`config.mk`:
```
export PLATFORM = sky130hd
export DESIGN_NAME = nrps_ctrl
export DESIGN_NICKNAME = d
export VERILOG_FILES = /design/src/common/nrps_pkg.sv /design/src/logic/nrps_ctrl.sv /design/src/logic/nrps_pin_sync.sv
export SDC_FILE = /design/constraint.sdc
export NUM_CORES = 1
export LEC_CHECK = 0
export ABC_AREA = 1
export BUFFER_PORTS_ARGS = -buffer_cell sky130_fd_sc_hd__buf_2
export CAP_MARGIN = 10
export CORE_UTILIZATION = 34
export CTS_BUF_LIST = sky130_fd_sc_hd__clkbuf_2 sky130_fd_sc_hd__clkbuf_4 sky130_fd_sc_hd__clkbuf_8
export DETAILED_ROUTE_END_ITERATION = 10
export GPL_TIMING_DRIVEN = 0
export HOLD_SLACK_MARGIN = 0.12
export PLACE_DENSITY = 0.57
export SYNTH_ARGS = -nofsm -noshare
export SYNTH_HDL_FRONTEND = slang
export SYNTH_SLANG_ARGS = --single-unit
```
`constraint.sdc`:
```
create_clock -name clk -period 8.3 [get_ports clk]
set_input_delay 0.415 -clock clk [delete_from_list [all_inputs] [get_ports clk]]
set_output_delay 0.415 -clock clk [all_outputs]
set_load 0.02 [all_outputs]
```
`src/common/nrps_pkg.sv`:
```
// Shared constants and types of the NAND read/program sequencer controller
package nrps_pkg;
	// Register offsets on APB
	localparam logic [7:0] REG_CMD    = 8'h00;
	localparam logic [7:0] REG_ADDR_A = 8'h04;
	localparam logic [7:0] REG_ADDR_B = 8'h08;
	localparam logic [7:0] REG_DATA   = 8'h0C;
	localparam logic [7:0] REG_STATUS = 8'h10;
	localparam logic [7:0] REG_CTRL   = 8'h14;
	// Status and control field positions
	localparam int ST_BUSY = 0;
	localparam int ST_RDY  = 1;
	localparam int ST_ERR  = 2;
	localparam int ST_MULT = 3;
	localparam int ST_BYTE = 8;
	localparam int CTRL_WP = 0;
	localparam logic CTRL_WP_RST = 1'b0;
	// Address word layout: column [12:0], row [29:13]
	localparam int AW_ROW   = 13;
	localparam int AW_DIST  = 19;
	localparam int AW_PG_HI = 18;
	// Operations written to REG_CMD
	localparam logic [3:0] OP_READ  = 4'h0;
	localparam logic [3:0] OP_MREAD = 4'h1;
	localparam logic [3:0] OP_PSET  = 4'h2;
	localparam logic [3:0] OP_COL   = 4'h3;
	localparam logic [3:0] OP_PGO   = 4'h4;
	localparam logic [3:0] OP_MMID  = 4'h5;
	localparam logic [3:0] OP_S70   = 4'h6;
	localparam logic [3:0] OP_S71   = 4'h7;
	localparam logic [3:0] OP_ECC   = 4'h8;
	localparam logic [3:0] OP_RST   = 4'h9;
	localparam logic [3:0] OP_DWR   = 4'hA;
	localparam logic [3:0] OP_DRD   = 4'hB;
	// Command bytes on the flash port
	localparam logic [7:0] CMD_READ  = 8'h00;
	localparam logic [7:0] CMD_RGO   = 8'h30;
	localparam logic [7:0] CMD_MSEL  = 8'h60;
	localparam logic [7:0] CMD_PROG  = 8'h80;
	localparam logic [7:0] CMD_COL   = 8'h85;
	localparam logic [7:0] CMD_PGO   = 8'h10;
	localparam logic [7:0] CMD_PMID  = 8'h11;
	localparam logic [7:0] CMD_P2    = 8'h81;
	localparam logic [7:0] CMD_S70   = 8'h70;
	localparam logic [7:0] CMD_S71   = 8'h71;
	localparam logic [7:0] CMD_ECC   = 8'h7A;
	localparam logic [7:0] CMD_RST   = 8'hFF;
	// Step kinds of a sequence
	localparam logic [2:0] K_CMD = 3'h0;
	localparam logic [2:0] K_ADR = 3'h1;
	localparam logic [2:0] K_DAT = 3'h2;
	localparam logic [2:0] K_WT  = 3'h3;
	localparam logic [2:0] K_RD  = 3'h4;
	localparam logic [2:0] K_END = 3'h5;
	// Limits
	localparam logic [12:0] COL_LIMIT = 13'h1080;
	localparam logic [2:0]  MAX_PROGS = 3'h4;
	// Timing
	localparam int CLK_NS  = 25;
	localparam int TWB_NS  = 100;
	localparam int RD_NS   = 125;
	localparam int TWB_CYC = (TWB_NS + CLK_NS - 1) / CLK_NS;
	localparam int RD_CYC  = (RD_NS + CLK_NS - 1) / CLK_NS;
	typedef enum logic [8:0] {
		S_IDLE  = 9'b000000001,
		S_FETCH = 9'b000000010,
		S_WLOW  = 9'b000000100,
		S_WHIGH = 9'b000001000,
		S_BUSYW = 9'b000010000,
		S_RDYW  = 9'b000100000,
		S_RLOW  = 9'b001000000,
		S_RHIGH = 9'b010000000,
		S_SPARE = 9'b100000000
	} nrps_state_t;
endpackage

```
`src/logic/nrps_ctrl.sv`:
```
// Host-side NAND read/program sequencer with APB register port
`timescale 1ns/1ps
// Function
// [RULE1] Page read: 00h, five addresses, 30h
// [RULE2] First read after power-up may skip 00h
// [RULE3] Multi read transfer starts at 30h, busy
// [RULE4] After ready, data streams from column
// [RULE5] ECC status only after single page read
// [RULE6] Even blocks district 0, odd district 1
// [RULE7] One block per district, same page bits
// [RULE8] District addresses in either order
// [RULE9] Write protect high during multi read
// [RULE10] Device corrects eight, detects nine errors
// [RULE11] Sector: 512 main plus 16 spare
// [RULE12] 70h returns read ECC outcome, kept
// [RULE13] Sector minimum unit, four programs per page
// [RULE14] Parity columns 4224-4351 inaccessible
// [RULE15] Main and spare in one program
// [RULE16] 10h starts automatic page programming
// [RULE17] 85h plus two addresses changes column
// [RULE18] Multi program: 80h,data,11h,81h,data,10h
// [RULE19] Between 11h and 81h only 70h/FFh
// [RULE20] 70h after multi program gives combined fail
// [RULE21] 71h byte gives per-district fail flags
// [RULE22] Command/address latched on rising write strobe
// [RULE23] Five address cycles, unused bits low
// [RULE24] Ready/busy low while operation runs
// [RULE25] Each falling read strobe gives next byte
module nrps_ctrl
	import nrps_pkg::*;
(
	input  logic        clk,          // 40 MHz clock
	input  logic        reset,        // Async reset, active high
	input  logic        psel,         // APB select
	input  logic        penable,      // APB enable
	input  logic        pwrite,       // APB direction
	input  logic [7:0]  paddr,        // APB byte address
	input  logic [31:0] pwdata,       // APB write data
	output logic [31:0] prdata,       // APB read data
	output logic        pready,       // APB ready
	output logic        pslverr,      // APB error
	output logic        cmd_latch,    // Command latch enable
	output logic        addr_latch,   // Address latch enable
	output logic        chip_en_n,    // Chip enable, low active
	output logic        write_strobe_n, // Write strobe, low active
	output logic        read_strobe_n,  // Read strobe, low active
	output logic        wprot_n,      // Write protect, low protects
	input  logic        ready_busy_n, // Open-drain ready/busy level
	input  logic [7:0]  io_i,         // Shared port, input level
	output logic [7:0]  io_o,         // Shared port, drive value
	output logic [7:0]  io_oe         // Shared port, drive enable
);
	nrps_state_t state_q, state_d;
	logic [3:0]  idx_q, idx_d, op_q, op_d, cnt_q, cnt_d;
	logic        first_q, first_d, multi_q, multi_d, err_q, err_d, dpend_q, dpend_d;
	logic [2:0]  pcnt_q, pcnt_d;
	logic [16:0] prow_q, prow_d;
	logic [29:0] adr_a_q, adr_a_d, adr_b_q, adr_b_d;
	logic [7:0]  wdat_q, wdat_d, stat_q, stat_d, rbyte_q, rbyte_d, io_o_q, io_o_d;
	logic        wp_q, wp_d, pready_q, pready_d, pslverr_q, pslverr_d;
	logic [31:0] prdata_q, prdata_d;
	logic        cle_q, cle_d, ale_q, ale_d, ce_n_q, ce_n_d, we_n_q, we_n_d;
	logic        re_n_q, re_n_d, oe_q, oe_d, wpo_q, wpo_d;
	logic [8:0]  sync_q;
	logic        rb_s, start, legal, setup, acc;
	logic [3:0]  start_op;
	logic [10:0] step;

	nrps_pin_sync #(.W(9), .RST_VAL(9'h100)) u_sync (
		.clk   (clk),
		.reset (reset),
		.d     ({ready_busy_n, io_i}),
		.q     (sync_q)
	);
	assign rb_s = sync_q[8];

	function automatic logic [7:0] adr_byte(input logic [29:0] w, input logic [3:0] n);
		case (n)
			4'h0: adr_byte = w[7:0];
			4'h1: adr_byte = {3'h0, w[12:8]};
			4'h2: adr_byte = w[20:13];
			4'h3: adr_byte = w[28:21];
			default: adr_byte = {7'h00, w[29]}; // RULE23
		endcase
	endfunction

	// Step table: {kind, byte} for step i of an operation
	function automatic logic [10:0] seq_step(input logic [3:0] op, input logic [3:0] i,
		input logic [29:0] a, input logic [29:0] b, input logic [7:0] wd);
		seq_step = {K_END, 8'h00};
		case (op)
			OP_READ: begin // RULE1
				if (i == 4'h0) seq_step = {K_CMD, CMD_READ};
				else if (i <= 4'h5) seq_step = {K_ADR, adr_byte(a, i - 4'h1)};
				else if (i == 4'h6) seq_step = {K_CMD, CMD_RGO};
				else if (i == 4'h7) seq_step = {K_WT, 8'h00}; // RULE4
			end
			OP_MREAD: begin // RULE3
				if (i == 4'h0 || i == 4'h6) seq_step = {K_CMD, CMD_MSEL};
				else if (i <= 4'h5) seq_step = {K_ADR, adr_byte(a, i - 4'h1)};
				else if (i <= 4'hB) seq_step = {K_ADR, adr_byte(b, i - 4'h7)};
				else if (i == 4'hC) seq_step = {K_CMD, CMD_RGO};
				else if (i == 4'hD) seq_step = {K_WT, 8'h00};
			end
			OP_PSET: begin
				if (i == 4'h0) seq_step = {K_CMD, CMD_PROG};
				else if (i <= 4'h5) seq_step = {K_ADR, adr_byte(a, i - 4'h1)};
			end
			OP_COL: begin // RULE17 RULE15
				if (i == 4'h0) seq_step = {K_CMD, CMD_COL};
				else if (i <= 4'h2) seq_step = {K_ADR, adr_byte(a, i - 4'h1)};
			end
			OP_PGO: begin // RULE16
				if (i == 4'h0) seq_step = {K_CMD, CMD_PGO};
				else if (i == 4'h1) seq_step = {K_WT, 8'h00};
			end
			OP_MMID: begin // RULE18 RULE19
				if (i == 4'h0) seq_step = {K_CMD, CMD_PMID};
				else if (i == 4'h1) seq_step = {K_WT, 8'h00};
				else if (i == 4'h2) seq_step = {K_CMD, CMD_P2};
				else if (i <= 4'h7) seq_step = {K_ADR, adr_byte(b, i - 4'h3)};
			end
			OP_S70, OP_S71, OP_ECC: begin // RULE12 RULE20 RULE21
				if (i == 4'h0) seq_step = {K_CMD, (op == OP_S70) ? CMD_S70 :
					(op == OP_S71) ? CMD_S71 : CMD_ECC};
				else if (i == 4'h1) seq_step = {K_RD, 8'h00};
			end
			OP_RST: begin
				if (i == 4'h0) seq_step = {K_CMD, CMD_RST};
				else if (i == 4'h1) seq_step = {K_WT, 8'h00};
			end
			OP_DWR: if (i == 4'h0) seq_step = {K_DAT, wd};
			OP_DRD: if (i == 4'h0) seq_step = {K_RD, 8'h00};
			default: seq_step = {K_END, 8'h00};
		endcase
	endfunction

	assign step = seq_step(op_q, idx_q, adr_a_q, adr_b_q, wdat_q);

	////////////////////////////////////////////////////////////////////////////
	// Flash port sequencer
	always_comb begin
		state_d = state_q;
		idx_d   = idx_q;
		op_d    = op_q;
		cnt_d   = cnt_q;
		first_d = first_q;
		multi_d = multi_q;
		stat_d  = stat_q;
		rbyte_d = rbyte_q;
		io_o_d  = io_o_q;
		cle_d   = cle_q;
		ale_d   = ale_q;
		we_n_d  = we_n_q;
		re_n_d  = re_n_q;
		oe_d    = oe_q;
		case (state_q)
			S_IDLE: if (start) begin
				op_d    = start_op;
				// Power-up leaves 00h latched, so the first read skips it
				idx_d   = (start_op == OP_READ && first_q) ? 4'h1 : 4'h0; // RULE2
				state_d = S_FETCH;
			end
			S_FETCH: begin
				cle_d = 1'b0;
				ale_d = 1'b0;
				oe_d  = 1'b0;
				case (step[10:8])
					K_CMD, K_ADR, K_DAT: begin
						cle_d   = (step[10:8] == K_CMD);
						ale_d   = (step[10:8] == K_ADR);
						io_o_d  = step[7:0];
						oe_d    = 1'b1;
						state_d = S_WLOW;
					end
					K_WT: begin
						cnt_d   = 4'(TWB_CYC);
						state_d = S_BUSYW;
					end
					K_RD: begin
						re_n_d  = 1'b0; // RULE25
						cnt_d   = 4'(RD_CYC);
						state_d = S_RLOW;
					end
					default: begin
						if (op_q == OP_READ || op_q == OP_MREAD || op_q == OP_PSET ||
							op_q == OP_RST) begin
							first_d = 1'b0;
							multi_d = (op_q == OP_MREAD);
						end
						state_d = S_IDLE;
					end
				endcase
			end
			S_WLOW: begin
				we_n_d  = 1'b0;
				state_d = S_WHIGH;
			end
			S_WHIGH: begin
				we_n_d  = 1'b1; // RULE22
				idx_d   = idx_q + 4'h1;
				state_d = S_FETCH;
			end
			// Busy may show late, so wait the least delay unless low is seen first
			S_BUSYW: begin
				if (!rb_s || cnt_q == 4'h0) state_d = S_RDYW;
				else cnt_d = cnt_q - 4'h1;
			end
			S_RDYW: if (rb_s) begin // RULE24
				idx_d   = idx_q + 4'h1;
				state_d = S_FETCH;
			end
			S_RLOW: begin
				if (cnt_q == 4'h0) begin
					if (op_q == OP_DRD) rbyte_d = sync_q[7:0];
					else stat_d = sync_q[7:0];
					re_n_d  = 1'b1;
					state_d = S_RHIGH;
				end else begin
					cnt_d = cnt_q - 4'h1;
				end
			end
			S_RHIGH: begin
				idx_d   = idx_q + 4'h1;
				state_d = S_FETCH;
			end
			default: state_d = S_IDLE;
		endcase
		ce_n_d = (state_d == S_IDLE);
		wpo_d  = wp_q | (state_d != S_IDLE && op_d == OP_MREAD); // RULE9
	end

	always_ff @(posedge clk or posedge reset) begin
		if (reset) begin
			state_q <= S_IDLE;
			idx_q   <= 4'h0;
			op_q    <= OP_READ;
			cnt_q   <= 4'h0;
			first_q <= 1'b1;
			multi_q <= 1'b0;
			stat_q  <= 8'h00;
			rbyte_q <= 8'h00;
			io_o_q  <= 8'h00;
			cle_q   <= 1'b0;
			ale_q   <= 1'b0;
			we_n_q  <= 1'b1;
			re_n_q  <= 1'b1;
			oe_q    <= 1'b0;
			ce_n_q  <= 1'b1;
			wpo_q   <= CTRL_WP_RST;
		end else begin
			state_q <= state_d;
			idx_q   <= idx_d;
			op_q    <= op_d;
			cnt_q   <= cnt_d;
			first_q <= first_d;
			multi_q <= multi_d;
			stat_q  <= stat_d;
			rbyte_q <= rbyte_d;
			io_o_q  <= io_o_d;
			cle_q   <= cle_d;
			ale_q   <= ale_d;
			we_n_q  <= we_n_d;
			re_n_q  <= re_n_d;
			oe_q    <= oe_d;
			ce_n_q  <= ce_n_d;
			wpo_q   <= wpo_d;
		end
	end

	////////////////////////////////////////////////////////////////////////////
	// APB registers
	assign setup = psel && !penable;
	assign acc   = psel && penable;
	// District is the block number's lowest bit; order of A and B is free
	assign legal = (pwdata[3:0] <= OP_RST) &&
		!((pwdata[3:0] == OP_MREAD || pwdata[3:0] == OP_MMID) &&
		  (adr_a_q[AW_DIST] == adr_b_q[AW_DIST] ||
		   adr_a_q[AW_PG_HI:AW_ROW] != adr_b_q[AW_PG_HI:AW_ROW])) && // RULE6 RULE7 RULE8
		!((pwdata[3:0] == OP_READ || pwdata[3:0] == OP_MREAD || pwdata[3:0] == OP_PSET ||
		   pwdata[3:0] == OP_COL) && adr_a_q[12:0] >= COL_LIMIT) && // RULE14 RULE11
		!(pwdata[3:0] == OP_ECC && multi_q) && // RULE5
		!(pwdata[3:0] == OP_PGO && pcnt_q == MAX_PROGS); // RULE13

	always_comb begin
		start     = 1'b0;
		start_op  = pwdata[3:0];
		err_d     = err_q;
		pcnt_d    = pcnt_q;
		prow_d    = prow_q;
		adr_a_d   = adr_a_q;
		adr_b_d   = adr_b_q;
		wdat_d    = wdat_q;
		wp_d      = wp_q;
		dpend_d   = dpend_q;
		pready_d  = 1'b0;
		pslverr_d = 1'b0;
		prdata_d  = prdata_q;
		if (setup && paddr != REG_DATA) begin
			pready_d = 1'b1;
			prdata_d = 32'h0000_0000;
			case (paddr)
				REG_CMD:    prdata_d[3:0] = op_q;
				REG_ADDR_A: prdata_d[29:0] = adr_a_q;
				REG_ADDR_B: prdata_d[29:0] = adr_b_q;
				REG_CTRL:   prdata_d[CTRL_WP] = wp_q;
				REG_STATUS: begin
					prdata_d[ST_BUSY] = (state_q != S_IDLE);
					prdata_d[ST_RDY]  = rb_s;
					prdata_d[ST_ERR]  = err_q;
					prdata_d[ST_MULT] = multi_q;
					prdata_d[ST_BYTE +: 8] = stat_q;
				end
				default: pslverr_d = 1'b1;
			endcase
			if (pwrite) begin
				case (paddr)
					REG_ADDR_A: adr_a_d = pwdata[29:0];
					REG_ADDR_B: adr_b_d = pwdata[29:0];
					REG_CTRL:   wp_d = pwdata[CTRL_WP];
					REG_STATUS: if (pwdata[ST_ERR]) err_d = 1'b0;
					REG_CMD: begin
						if (state_q == S_IDLE && legal) begin
							start = 1'b1;
							if (start_op == OP_PSET && adr_a_q[29:AW_ROW] != prow_q) begin
								prow_d = adr_a_q[29:AW_ROW];
								pcnt_d = 3'h0;
							end
							if (start_op == OP_PGO) pcnt_d = pcnt_q + 3'h1; // RULE13
						end else begin
							err_d = 1'b1; // Refused start; the flag clears only on a separate REG_STATUS write
						end
					end
					default: ;
				endcase
			end
		end else if (acc && paddr == REG_DATA && !pready_q) begin
			// The bus waits for the byte cycle; no separate buffer is kept
			if (!dpend_q && state_q == S_IDLE) begin
				start    = 1'b1;
				start_op = pwrite ? OP_DWR : OP_DRD;
				wdat_d   = pwdata[7:0];
				dpend_d  = 1'b1;
			end else if (dpend_q && state_q == S_IDLE) begin
				pready_d = 1'b1;
				prdata_d = {24'h00_0000, rbyte_q};
				dpend_d  = 1'b0;
			end
		end
	end

	always_ff @(posedge clk or posedge reset) begin
		if (reset) begin
			err_q     <= 1'b0;
			pcnt_q    <= 3'h0;
			prow_q    <= 17'h0_0000;
			adr_a_q   <= 30'h0000_0000;
			adr_b_q   <= 30'h0000_0000;
			wdat_q    <= 8'h00;
			wp_q      <= CTRL_WP_RST;
			dpend_q   <= 1'b0;
			pready_q  <= 1'b0;
			pslverr_q <= 1'b0;
			prdata_q  <= 32'h0000_0000;
		end else begin
			err_q     <= err_d;
			pcnt_q    <= pcnt_d;
			prow_q    <= prow_d;
			adr_a_q   <= adr_a_d;
			adr_b_q   <= adr_b_d;
			wdat_q    <= wdat_d;
			wp_q      <= wp_d;
			dpend_q   <= dpend_d;
			pready_q  <= pready_d;
			pslverr_q <= pslverr_d;
			prdata_q  <= prdata_d;
		end
	end

	assign prdata = prdata_q;
	assign pready = pready_q;
	assign pslverr = pslverr_q;
	assign cmd_latch = cle_q;
	assign addr_latch = ale_q;
	assign chip_en_n = ce_n_q;
	assign write_strobe_n = we_n_q;
	assign read_strobe_n = re_n_q;
	assign wprot_n = wpo_q;
	assign io_o = io_o_q;
	assign io_oe = {8{oe_q}};
endmodule

```
`src/logic/nrps_pin_sync.sv`:
```
// Three-stage synchroniser for flash pin inputs
`timescale 1ns/1ps
module nrps_pin_sync #(
	parameter int W = 9,
	parameter logic [W-1:0] RST_VAL = '0
) (
	input  logic         clk,   // System clock
	input  logic         reset, // Async reset, active high
	input  logic [W-1:0] d,     // Pin levels
	output logic [W-1:0] q      // Filtered levels
);
	logic [W-1:0] s1_q, s2_q, s3_q, q_q;
	logic [W-1:0] q_d;

	// Per bit: a change counts once the second and third stages agree
	always_comb begin
		for (int i = 0; i < W; i++) begin
			q_d[i] = (s2_q[i] == s3_q[i]) ? s3_q[i] : q_q[i];
		end
	end

	always_ff @(posedge clk or posedge reset) begin
		if (reset) begin
			s1_q <= RST_VAL;
			s2_q <= RST_VAL;
			s3_q <= RST_VAL;
			q_q  <= RST_VAL;
		end else begin
			s1_q <= d;
			s2_q <= s1_q;
			s3_q <= s2_q;
			q_q  <= q_d;
		end
	end

	assign q = q_q;
endmodule

```
==> out/summary.txt <==
WP depth: 14
Cell Count, Final, Fillers Out: 1941
Clock Skews: 0.0279 ns
Setup crit start kind: register
met3 Usage GRT: 3.18%
RSZ-0062 raised after global routing: no
diode count: 0
DRT Wirelength: 35700 um
area leader, netlist: dfrtp_1
DIE AREA: 0.0328 mm2
slack of the critical path: 5.44 ns
CTS Buf Count: 39
min Tclk post-route: 2.86 ns
initial antenna violation count: 0
clock root buffer: clkbuf_8
max_cap viols: 0
Clk Latency, worst-skew pair: 0.56 ns
total negative slack: 0 ns
P&R area growth vs syn: 19.0%
first-pass GRT wire length: 55700 um
Yosys reg bits: 213
Starting Density: 34.5%
CTS H-Tree Depth: 2
Slew Limit Headroom: 43.0%
detailed placement HPWL: 27300 um
placer congestion estimate: 0.915
Max rail drop VDD: 0.139 mV
CP endpoint: io_o[0]
WL per Instance: 18.4 um
Final Max Tran Viols: 0
CP delay by family, top: simple AND/OR/NAND/NOR gates
clock sinks: 213
Worst R2R Path Depth: 14
crit path max fanout: 6
Inst Count DP: 1860
library cells used by synthesis: 53
CP max-delay cell: dfrtp_1
Starting DRT DRC Count: 831
final hold viol count: 0
largest net degree at the start of global routing: 89
Synthesis Warnings: 0
most common library cells after synthesis: nand2_1, dfrtp_1, inv_1
# setup viols final: 0
Lkg Pwr: 6.42 nW
Global Route Usage Sum: 22.0%
kind of critical path: reg2reg
share of layout cells above drive strength 1: 18.3%
GR met1 Demand/Resource: 31.2%
Seq/Total Area, Yosys: 49.0%
Worst Hold Class: in2reg
number of flops mapped to enable cells by yosys: 0
most frequent cell after synthesis: nand2_1
Pwr Total: 2.32 mW
slowest cell delay on critical path: 0.53 ns
Post-DRT Antenna Nets: 0
drt pass-1 iters: 5
vias in the first global route: 9716
Most Crowded Layer GR: met2
Remaining Overflow, GRT: 0
Worst-path clk slew: 0.05 ns
RR Endpoint: io_o[0]
num rows: 65
outcome: completed
Syn Area/Cell: 8.08 um2
beginning of the critical path: idx_q[0]
fin nets: 1572
Max clock buf depth: 3
r2r startpoint: idx_q[0]
Netlist Area Pre-Place: 0.0109 mm2
CTS tree: done
Least-Margin Pin Slew: 0.851 ns
via count: 9884
worst hold path depth: 3
R2R setup slack: 5.44 ns
Top FF cell, synth: dfrtp_1
ys async rst share: 100%
Max Fclk: 350 MHz
critical-path cell list: inv_1 > ha_1 > xnor2_1 > nand2_4 > nor2_2 > nor2_2 > nand2_1 > nand2_1 > nand3b_1 > nand2_1 > inv_1 > nand3_1 > nand2_1 > nand2_1
die width: 181 um
CP endpoint kind: register
Top Ports: 110
met2 Usage GRT: 34.1%
top cells by area, synth: dfrtp_1, nand2_1, o21ai_0
Buf+Inv Stages, Crit Path: 2
Yosys top cell area share: 46.8%
Post-Synthesis Cells: 1349
fin crit share: 34.5%
Pwr Density: 179 mW/mm2
Die Span Y: 181 um
Residual DRC: 0
number of port buffers: 105
number of vias per cell: 5.09
CP arrival: 3.28 ns
Critical Path RT: 8.72 ns
Most common cell on crit path: nand2_1
Fin Hold WS: 0.139 ns
core area: 0.0316 mm2
pre-CTS setup slack: 5.51 ns
==> timing repair <==
| item | 4_1_cts | 5_1_grt |
|---|---|---|
| hold endpoints to repair | 60 | 0 |
| hold buffers | 11 | 0 |
| buffers inserted | 0 | 0 |
| gates resized for setup | 0 | 0 |
| setup endpoints to repair | 0 | 0 |
==> layout make-up <==
class                           count  area, um2
Inverter                          167        643
Fill cell                        3251      18600
Multi-Input combinational cell    919       4650
Buffer                             52        280
Tap cell                          402        503
Timing Repair Buffer              118        691
Clock buffer                       64        793
Clock inverter                      6       70.1
Sequential cell                   213       5340
==> layer usage <==
metal,vias up,wire (um),part of all wire [%]
li1,4724,-,-
met1,4761,16600,46
met2,332,15800,44
met3,67,2030,5.7
met4,0,1230,3.5
met5,-,0,0
==> worst register-to-register path, delay by kind of cell (launching register included) <==
kind	cells	cell delay, ns
xor+xnor	1	0.47
flops	1	0.53
fa+ha+maj	1	0.28
simple gates	10	1.21
buf+inv	2	0.28
==> report_power, final <==
| part | switching (mW) | internal (mW) |
|---|---|---|
| registers | 0.0161 | 1.06 |
| clock network | 0.458 | 0.639 |
| logic | 0.0988 | 0.0431 |
| total | 0.573 | 1.74 |
==> state kept, by name, summed over array words and instances, names as in the netlist, 17 cells and up <==
register	cells
adr_a_q	30
adr_b_q	30
prdata	30
prow_q	17
==> stage by stage <==
step	instance area (um2)	utilization, %
after detailed placement	12000	38.0
after CTS	13000	41.1
after floorplan	10900	-
final	13000	41.1
after global placement	11900	37.8
after global routing	13000	41.1
==> cells in the final DEF, fill, tap and decap left out, types with 14 or more instances in the layout <==
master and instances:
a21oi_1 30, a22o_1 16, buf_2 120, clkbuf_1 21, clkbuf_4 14, clkbuf_8 50
dfrtp_1 204, inv_1 152, nand2_1 373, nand3_1 56, nand4_1 31, nor2_1 90
o21ai_0 138, o21ai_1 20, o22ai_1 23, xnor2_1 15
==> how the worst min path moves through the flow <==
stage | slack (ns) | end | start
floorplan | 0.33 | u_sync.s2_q[0] | u_sync.s1_q[0]
global placement | 0.33 | u_sync.s2_q[0] | u_sync.s1_q[0]
detailed placement | 0.33 | u_sync.s2_q[2] | u_sync.s1_q[2]
CTS | 0.12 | wdat_q[7] | pwdata[7]
global route | 0.15 | wdat_q[7] | pwdata[7]
finish | 0.14 | wdat_q[7] | pwdata[7]
==> cell families (layout without fill, tap and decap cells) <==
group,Yosys count,in the layout,synth area share (%)
AOI/OAI and AO/OA,262,262,14.0
xor gates and xnor gates,27,27,2.34
adders and majority gates,17,17,1.74
buffers and inverters,219,407,8.40
DFF,213,213,49.0
other,1,3,0.0344
and+or+nand+nor,610,610,24.5
Power figures use the tool's default switching activity.
